$ cat src/stc_pkg.sv
// Package for the sixteen-bit timer/counter: register map, control fields,
// reset values and the compare-unit carrier.
// Assumes a 32-bit AHB-Lite bus with one aligned word per register.
package stc_pkg;

    // Register byte addresses
    localparam logic [7:0] STC_ADDR_COUNT_LOW = 8'h00;
    localparam logic [7:0] STC_ADDR_COUNT_HIGH = 8'h04;
    localparam logic [7:0] STC_ADDR_FLAG = 8'h08;
    localparam logic [7:0] STC_ADDR_ENABLE = 8'h0c;
    localparam logic [7:0] STC_ADDR_CONTROL = 8'h10;
    localparam logic [7:0] STC_ADDR_STATUS = 8'h14;

    // Control field positions
    localparam int STC_CTL_RUN = 0;
    localparam int STC_CTL_CLKSRC = 1;
    localparam int STC_CTL_SYNCBYP = 2;
    localparam int STC_CTL_OSCEN = 3;
    localparam int STC_CTL_PS_LO = 4;
    localparam int STC_CTL_PS_HI = 5;
    localparam int STC_CTL_W = 6;

    // Flag, enable and status bit positions
    localparam int STC_FLAG_OVF = 0;
    localparam int STC_EN_OVF = 0;
    localparam int STC_STAT_ARMED = 0;
    localparam int STC_STAT_TBASE = 1;

    // Control reset value and instruction-clock tick phase
    localparam logic [5:0] STC_CTL_RST = 6'h00;
    localparam logic [1:0] STC_PHASE_LAST = 2'h3;

    // Count limits
    localparam logic [15:0] STC_COUNT_MAX = 16'hffff;
    localparam logic [15:0] STC_COUNT_ZERO = 16'h0000;

    // Compare-unit mode that clears the count
    localparam logic [3:0] STC_CMP_SPECIAL = 4'hb;

    typedef struct packed {
        logic [3:0] mode;
        logic trig;
    } stc_cmp_s;

endpackage : stc_pkg

$ cat src/stc_timer.sv
// Sixteen-bit timer/counter with AHB-Lite register slave.
// Assumes hclk is the oscillator clock; pins and crystal input are asynchronous.
//
// Overview of operation
// RL1: Sixteen-bit count wraps from all-ones to zero
// RL2: Wrap sets overflow flag; enable gates interrupt
// RL3: Clock source bit picks external or quarter clock
// RL4: Run bit starts and stops counting
// RL5: Prescale bits give divide by 1,2,4,8
// RL6: Oscillator enable forces pins input, read zero
// RL7: Counter source is crystal pin or count pin
// RL8: Sync bit bypasses synchronizing for external source
// RL9: Rising edges ignored until first falling edge
// RL10: Prescaler ahead of synchronizer, fed by input
// RL11: Synchronized counter holds in sleep, prescaler runs
// RL12: Asynchronous counter runs in sleep, wakes
// RL13: Asynchronous mode gives no compare time base
// RL14: Count bytes read back valid while counting
// RL15: Software stops counter before writing count
// RL16: Special event trigger code clears the count
// RL17: Trigger clear never sets overflow flag
// RL18: Trigger clear works in timer, sync modes
// RL19: Count write wins over same-cycle trigger
// RL20: Control bits 7-6 read as zero
// RL21: Software waits for crystal start-up
// RL22: Count byte write clears the prescaler
// RL23: Power-on reset clears control to zero
// RL24: Reset leaves count; only trigger clears
// RL25: Software clears the overflow flag by writing
//
// Our own choice: register access over AHB-Lite.
`timescale 1ns/1ps
`default_nettype none

module stc_timer (
    input wire logic hclk,
    input wire logic hresetn,
    input wire logic hsel,
    input wire logic [7:0] haddr,
    input wire logic [1:0] htrans,
    input wire logic hwrite,
    input wire logic [2:0] hsize,
    input wire logic [31:0] hwdata,
    input wire logic hready,
    output logic hreadyout,
    output logic hresp,
    output logic [31:0] hrdata,
    input wire logic external_count_pin,
    input wire logic crystal_in_pin,
    input wire logic [1:0] port_c_direction,
    output logic [1:0] pin_dir_eff,
    output logic pin_read_zero,
    output logic crystal_osc_enable,
    input wire logic sleep_mode,
    input wire stc_pkg::stc_cmp_s cmp1,
    input wire stc_pkg::stc_cmp_s cmp2,
    output logic overflow_irq,
    output logic [15:0] timebase,
    output logic timebase_valid
);
    import stc_pkg::*;

    typedef struct packed {
        logic [5:0] ctrl;
        logic flag;
        logic ien;
        logic armed;
        logic [2:0] pre;
        logic [1:0] phase;
        logic [1:0] pin_s1;
        logic [1:0] pin_s2;
        logic src_d;
        logic ap_valid;
        logic ap_write;
        logic [7:0] ap_addr;
        logic [31:0] rdata;
    } stc_state_s;

    stc_state_s st_r;
    stc_state_s st_nxt;
    logic [15:0] cnt_r;
    logic [15:0] cnt_nxt;

    logic run;
    logic ext_sel;
    logic async_mode;
    logic src_lvl;
    logic rise;
    logic fall;
    logic src_evt;
    logic [2:0] ps_mask;
    logic pre_tick;
    logic adv;
    logic trig;
    logic wr_lo;
    logic wr_hi;
    logic cnt_wr;
    logic ovf_evt;
    logic addr_phase;
    logic [31:0] rd_val;

    // Mode decode
    assign run = st_r.ctrl[STC_CTL_RUN];
    assign ext_sel = st_r.ctrl[STC_CTL_CLKSRC];
    assign async_mode = ext_sel && st_r.ctrl[STC_CTL_SYNCBYP]; // see RL8

    // Source pin choice and edge detect on synchronized levels
    assign src_lvl = st_r.ctrl[STC_CTL_OSCEN] ? st_r.pin_s2[1] : st_r.pin_s2[0]; // see RL7
    assign rise = src_lvl && !st_r.src_d;
    assign fall = !src_lvl && st_r.src_d;

    // Source event: external rising edge after arming, or instruction clock
    always_comb begin
        if (ext_sel) begin
            src_evt = run && st_r.armed && rise; // see RL3 // see RL9
        end else begin
            src_evt = run && !sleep_mode && (st_r.phase == STC_PHASE_LAST); // see RL3 // see RL4
        end
    end

    // Prescale divide ratio
    always_comb begin
        case (st_r.ctrl[STC_CTL_PS_HI:STC_CTL_PS_LO]) // see RL5
            2'h0: ps_mask = 3'h0;
            2'h1: ps_mask = 3'h1;
            2'h2: ps_mask = 3'h3;
            default: ps_mask = 3'h7;
        endcase
    end

    // Prescaler runs ahead of the synchronized count stage
    assign pre_tick = src_evt && ((st_r.pre & ps_mask) == ps_mask); // see RL10
    // Synchronized counter stalls in sleep; asynchronous keeps going
    assign adv = pre_tick && !(sleep_mode && ext_sel && !async_mode); // see RL11 // see RL12

    // Special event trigger from either compare unit
    assign trig = (cmp1.trig && cmp1.mode == STC_CMP_SPECIAL)
        || (cmp2.trig && cmp2.mode == STC_CMP_SPECIAL); // see RL16 // see RL18

    // Bus data phase decode
    assign wr_lo = st_r.ap_valid && st_r.ap_write && st_r.ap_addr == STC_ADDR_COUNT_LOW;
    assign wr_hi = st_r.ap_valid && st_r.ap_write && st_r.ap_addr == STC_ADDR_COUNT_HIGH;
    assign cnt_wr = wr_lo || wr_hi;
    assign ovf_evt = adv && !cnt_wr && !trig && (cnt_r == STC_COUNT_MAX); // see RL1 // see RL17
    assign addr_phase = hsel && htrans[1] && hready;

    // Count update
    always_comb begin
        cnt_nxt = cnt_r;
        if (cnt_wr) begin
            if (wr_lo) begin
                cnt_nxt[7:0] = hwdata[7:0]; // see RL19
            end
            if (wr_hi) begin
                cnt_nxt[15:8] = hwdata[7:0]; // see RL19
            end
        end else if (trig) begin
            cnt_nxt = STC_COUNT_ZERO; // see RL16
        end else if (adv) begin
            cnt_nxt = cnt_r + 16'h0001; // see RL1
        end
    end

    // Next state
    always_comb begin
        st_nxt = st_r;
        st_nxt.pin_s1 = {crystal_in_pin, external_count_pin};
        st_nxt.pin_s2 = st_r.pin_s1;
        st_nxt.src_d = src_lvl;
        st_nxt.phase = st_r.phase + 2'h1;
        // Arming needs one falling edge after enabling counter mode
        if (!(run && ext_sel)) begin
            st_nxt.armed = 1'b0; // see RL9
        end else if (fall) begin
            st_nxt.armed = 1'b1; // see RL9
        end
        if (cnt_wr) begin
            st_nxt.pre = 3'h0; // see RL22
        end else if (src_evt) begin
            st_nxt.pre = st_r.pre + 3'h1; // see RL10
        end
        // Register writes in the data phase
        if (st_r.ap_valid && st_r.ap_write) begin
            if (st_r.ap_addr == STC_ADDR_CONTROL) begin
                st_nxt.ctrl = hwdata[STC_CTL_W-1:0];
            end else if (st_r.ap_addr == STC_ADDR_ENABLE) begin
                st_nxt.ien = hwdata[STC_EN_OVF];
            end else if (st_r.ap_addr == STC_ADDR_FLAG && !hwdata[STC_FLAG_OVF]) begin
                st_nxt.flag = 1'b0; // see RL25
            end
        end
        // Overflow set wins over a software clear
        if (ovf_evt) begin
            st_nxt.flag = 1'b1; // see RL2
        end
        st_nxt.ap_valid = addr_phase;
        st_nxt.ap_write = hwrite;
        st_nxt.ap_addr = haddr;
        // Read data reflects any write committing at the same edge
        rd_val = 32'h0000_0000;
        if (haddr == STC_ADDR_COUNT_LOW) begin
            rd_val[7:0] = cnt_nxt[7:0]; // see RL14
        end else if (haddr == STC_ADDR_COUNT_HIGH) begin
            rd_val[7:0] = cnt_nxt[15:8]; // see RL14
        end else if (haddr == STC_ADDR_FLAG) begin
            rd_val[STC_FLAG_OVF] = st_nxt.flag;
        end else if (haddr == STC_ADDR_ENABLE) begin
            rd_val[STC_EN_OVF] = st_nxt.ien;
        end else if (haddr == STC_ADDR_CONTROL) begin
            rd_val[STC_CTL_W-1:0] = st_nxt.ctrl; // see RL20
        end else if (haddr == STC_ADDR_STATUS) begin
            rd_val[STC_STAT_ARMED] = st_nxt.armed;
            rd_val[STC_STAT_TBASE] = !(st_nxt.ctrl[STC_CTL_CLKSRC]
                && st_nxt.ctrl[STC_CTL_SYNCBYP]);
        end
        if (addr_phase && !hwrite) begin
            st_nxt.rdata = rd_val;
        end
    end

    // Block state, cleared on power-on reset
    always_ff @(posedge hclk or negedge hresetn) begin
        if (!hresetn) begin
            st_r <= '0;
            st_r.ctrl <= STC_CTL_RST; // see RL23
        end else begin
            st_r <= st_nxt;
        end
    end

    // Count holds through every reset
    always_ff @(posedge hclk) begin
        cnt_r <= cnt_nxt; // see RL24
    end

    // Outputs
    assign hreadyout = 1'b1;
    assign hresp = 1'b0;
    assign hrdata = st_r.rdata;
    assign overflow_irq = st_r.flag && st_r.ien; // see RL2 // see RL12
    assign crystal_osc_enable = st_r.ctrl[STC_CTL_OSCEN]; // see RL6
    assign pin_dir_eff = st_r.ctrl[STC_CTL_OSCEN] ? 2'h3 : port_c_direction; // see RL6
    assign pin_read_zero = st_r.ctrl[STC_CTL_OSCEN]; // see RL6
    assign timebase = cnt_r;
    assign timebase_valid = !async_mode; // see RL13

    logic [7:0] wr_byte_h;
    assign wr_byte_h = hwdata[7:0];

    // Count holds no reset value; checks on it wait until it is loaded
    logic cnt_known_r;
    always_ff @(posedge hclk or negedge hresetn) begin
        if (!hresetn) begin
            cnt_known_r <= 1'b0;
        end else if (cnt_wr || trig) begin
            cnt_known_r <= 1'b1;
        end
    end

    logic flag_clr;
    assign flag_clr = st_r.ap_valid && st_r.ap_write && st_r.ap_addr == STC_ADDR_FLAG
        && !hwdata[STC_FLAG_OVF];
endmodule // stc_timer

`default_nettype wire

$ cat config.mk
export PLATFORM = sky130hd
export DESIGN_NAME = stc_timer
export DESIGN_NICKNAME = d
export VERILOG_FILES = /design/src/stc_pkg.sv /design/src/stc_timer.sv
export SDC_FILE = /design/constraint.sdc
export NUM_CORES = 1
export LEC_CHECK = 0
export BUFFER_PORTS_ARGS = -buffer_cell sky130_fd_sc_hd__buf_2
export CAP_MARGIN = 10
export CORE_AREA = 2 2 71 100
export DETAILED_ROUTE_END_ITERATION = 8
export DIE_AREA = 0 0 73 102
export GPL_TIMING_DRIVEN = 0
export PLACE_DENSITY = 0.78
export SLEW_MARGIN = 5
export SYNTH_ARGS = -nofsm -noshare
export SYNTH_HDL_FRONTEND = slang
export SYNTH_SLANG_ARGS = --single-unit
$ cat constraint.sdc
create_clock -name hclk -period 2.7 [get_ports hclk]
set_input_delay 0.135 -clock hclk [delete_from_list [all_inputs] [get_ports hclk]]
set_output_delay 0.135 -clock hclk [all_outputs]
set_load 0.02 [all_outputs]
==> reports/results.txt <==
status: completed
# diodes: 0
area of the core: 6525 um^2
Hold Path Class: in2reg
R2R Path Start: st_r[32]
P_int: 0.001210 W
I/O pin cnt: 121
initial antenna violation count: 0
total die area: 7446 um^2
Rel. slew slack: 0.3488
top routing layer used: met4
final core utilization: 0.5902
clk_lat worst skew: 0.31 ns
Tightest Pin Transition: 0.9679 ns
HP Start: hwdata[7]
Pre-Repair DR Iteration Count: 6
Fin Setup TNS: 0 ns
Final min period: 2.587 ns
placed inst area: 3630 um^2
CP top delay family: simple AND/OR/NAND/NOR gates
Area contributors post-synth: dfrtp_1 (30%), dfxtp_1 (10%), buf_4 (8.4%)
Met3 Wirelength: 488 um
Post-Route Skew: 0.004629 ns
Yosys Warn Count: 0
CP Max Fanout: 5
Slowest-stage cell, CP: nor3b_1
largest net degree at the start of global routing: 38
Comb pwr share: 0.213
synth cell count leaders: dfrtp_1 (37), buf_4 (35), nand2_1 (31)
fraction of registers with async set/reset: 0.6981
leak pwr: 1.927 nW
clk buf depth: 2
Vias/cell: 5.493
cell count after synthesis: 331
share of cells above drive strength 1: 0.3084
Port Buf Inserts: 66
Power Total: 0.001753 W
DRT antenna net count: 0
starting DRC count in detailed routing: 216
Congestion Overflow GR: 0
CP bufs+invs: 0
fin crit share: 0.9583
sequential fraction of the synthesis area: 0.3998
syn avg cell area: 9.416 um^2
CTS Sinks: 53
CTS Buf Count: 5
Die H: 102 um
final setup violation count: 0
wire length on met2: 4.315 mm
Worst Path Required: 2.96 ns
crit-path max cell delay: 0.75 ns
CTS tree: built
Reg clk slew, reported paths: 0.10 ns
htree depth: 2
vias in the first global route: 2684
Final Cell Area: 3851 um^2
DRT met1 WL: 3.211 mm
total of max-cap violations: 0
Layout fillers: 568
cell area power density: 455.3 nW/um^2
Cell Area, Synth: 3117 um^2
RSZ-0062 raised after global routing: false
most frequent cell after synthesis: dfrtp_1
post-synth top area cell: dfrtp_1
Final Hold Fails: 0
HPWL after DPL: 6.182 mm
#FFs+latches synth: 53
hold_ws: 0.1012 ns
final wirelength: 8.275 mm
CP Cell Sequence: or4_1 -> nor4_2 -> nor3b_1 -> a221o_1 -> and2_1 -> a211o_1
Clk pwr share: 0.271
root buffer cell: clkbuf_8
DRC viols: 0
GRT Total Usage: 0.2236
Rows: 35
Synth Flop Type: dfrtp_1
fmax: 386.5 MHz
Netlist cell types: 70
global-route wire length before repair: 12.89 mm
Starting Density: 0.4777
die width: 73 um
Critical Path Source Type: flip-flop
fin. max-slew vios: 0
Vias: 2829
Synth top area share: 0.2971
worst setup path startpoint: st_r[32]
P_sw: 0.0005432 W
Nets: 508
Peak VDD IR: 0.2372 mV
routability cong.: 0.8861
Area Overhead vs Synth: 23.56%
Wirelength per Cell: 16.07 um
Seq pwr share: 0.516
Crit Path Class: reg2reg
Switching Share: 0.3098
Worst Setup End Kind: flip-flop
crit path DAT: 2.85 ns
Post-synth EDFFs: 0
worst reg2reg max path, cell delays in order, from the launching register on:
cell and delay [ns]:
dfrtp_1 0.39, or4_1 0.54, nor4_2 0.34, nor3b_1 0.75
a221o_1 0.30, and2_1 0.13, a211o_1 0.09
registers in the layout (all words and copies together) (netlist names):
signal	cells
st_r	24
run	1
st_nxt	2
hrdata	8
timebase	16
crystal_osc_enable	1
ext_sel	1
per-layer routing:
| metal | up-vias | track usage |
|---|---|---|
| met1 | 1321 | 0.2702 |
| met3 | 23 | 0.02761 |
| met4 | 0 | 0.1083 |
| met2 | 127 | 0.3881 |
| met5 | - | 0 |
| li1 | 1358 | - |
through the flow:
step | instances | setup WS [ns]
6_report | 515 | 0.1127
5_1_grt | 515 | 0.02002
4_1_cts | 515 | 0.07221
3_5_place_dp | 495 | 0.1155
3_3_place_gp | 495 | 0.1576
2_1_floorplan | 355 | 0.4730
power groups by stage:
stage / sequential, W / clock (W) / combinational [W]
after global placement: 0.000917 / 0 / 0.000345
after floorplan: 0.000913 / 0 / 0.000247
after global routing: 0.000913 / 0.000504 / 0.000410
final: 0.000905 / 0.000475 / 0.000374
after detailed placement: 0.000921 / 0 / 0.000356
after CTS: 0.000904 / 0.000471 / 0.000370
kinds of logic after synthesis:
kind of cell / synth area share
AOI/OAI and AO/OA: 0.1497
xor gates and xnor gates: 0.03091
adders and majority gates: 0.01204
buffers and inverters: 0.1152
DFF: 0.3998
muxes: 0.06583
other: 0.002410
and+or+nand+nor: 0.2240
what timing repair did:
action / in CTS / in global routing
endpoints found under the setup margin: 0 / 3
resized for setup: 0 / 2
setup buffers: 0 / 0
endpoints found under the hold margin: 48 / 0
hold buffers: 12 / 0
placed cells by master, fill, tap and decap left out, types with 9 or more instances in the layout:
| master | count |
|---|---|
| a21oi_1 | 9 |
| buf_2 | 68 |
| buf_4 | 35 |
| conb_1 | 26 |
| dfrtp_1 | 37 |
| dfxtp_1 | 16 |
| dlygate4sd3_1 | 12 |
| inv_1 | 9 |
| mux2i_1 | 16 |
| nand2_1 | 31 |
| nand3_1 | 11 |
| nor2_1 | 20 |
| nor3_1 | 9 |
| o21ai_0 | 18 |
cell type report:
cell class	count	area, um^2	area share
clock buffers	5	68.82	0.01787
flip-flops and latches	53	1246	0.3236
plain buffers	45	321.6	0.08350
clock inverters	3	21.27	0.005523
inverters	10	37.54	0.009747
repair buffers	78	450.4	0.1170
well taps	74	92.59	0.02404
multi-input cells	247	1613	0.4188
final timing paths:
path / end / depth (start not counted) / slack (ns)
max in group asynchronous: hrdata[3] / 2 / 1.76
max reg2reg: hrdata[6] / 6 / 0.11
min in group asynchronous: st_r[41] / 2 / 0.43
max: hrdata[6] / 6 / 0.11
min: timebase[7] / 3 / 0.10
min reg2reg: st_r[44] / 0 / 0.36
Power figures use the tool's default switching activity.
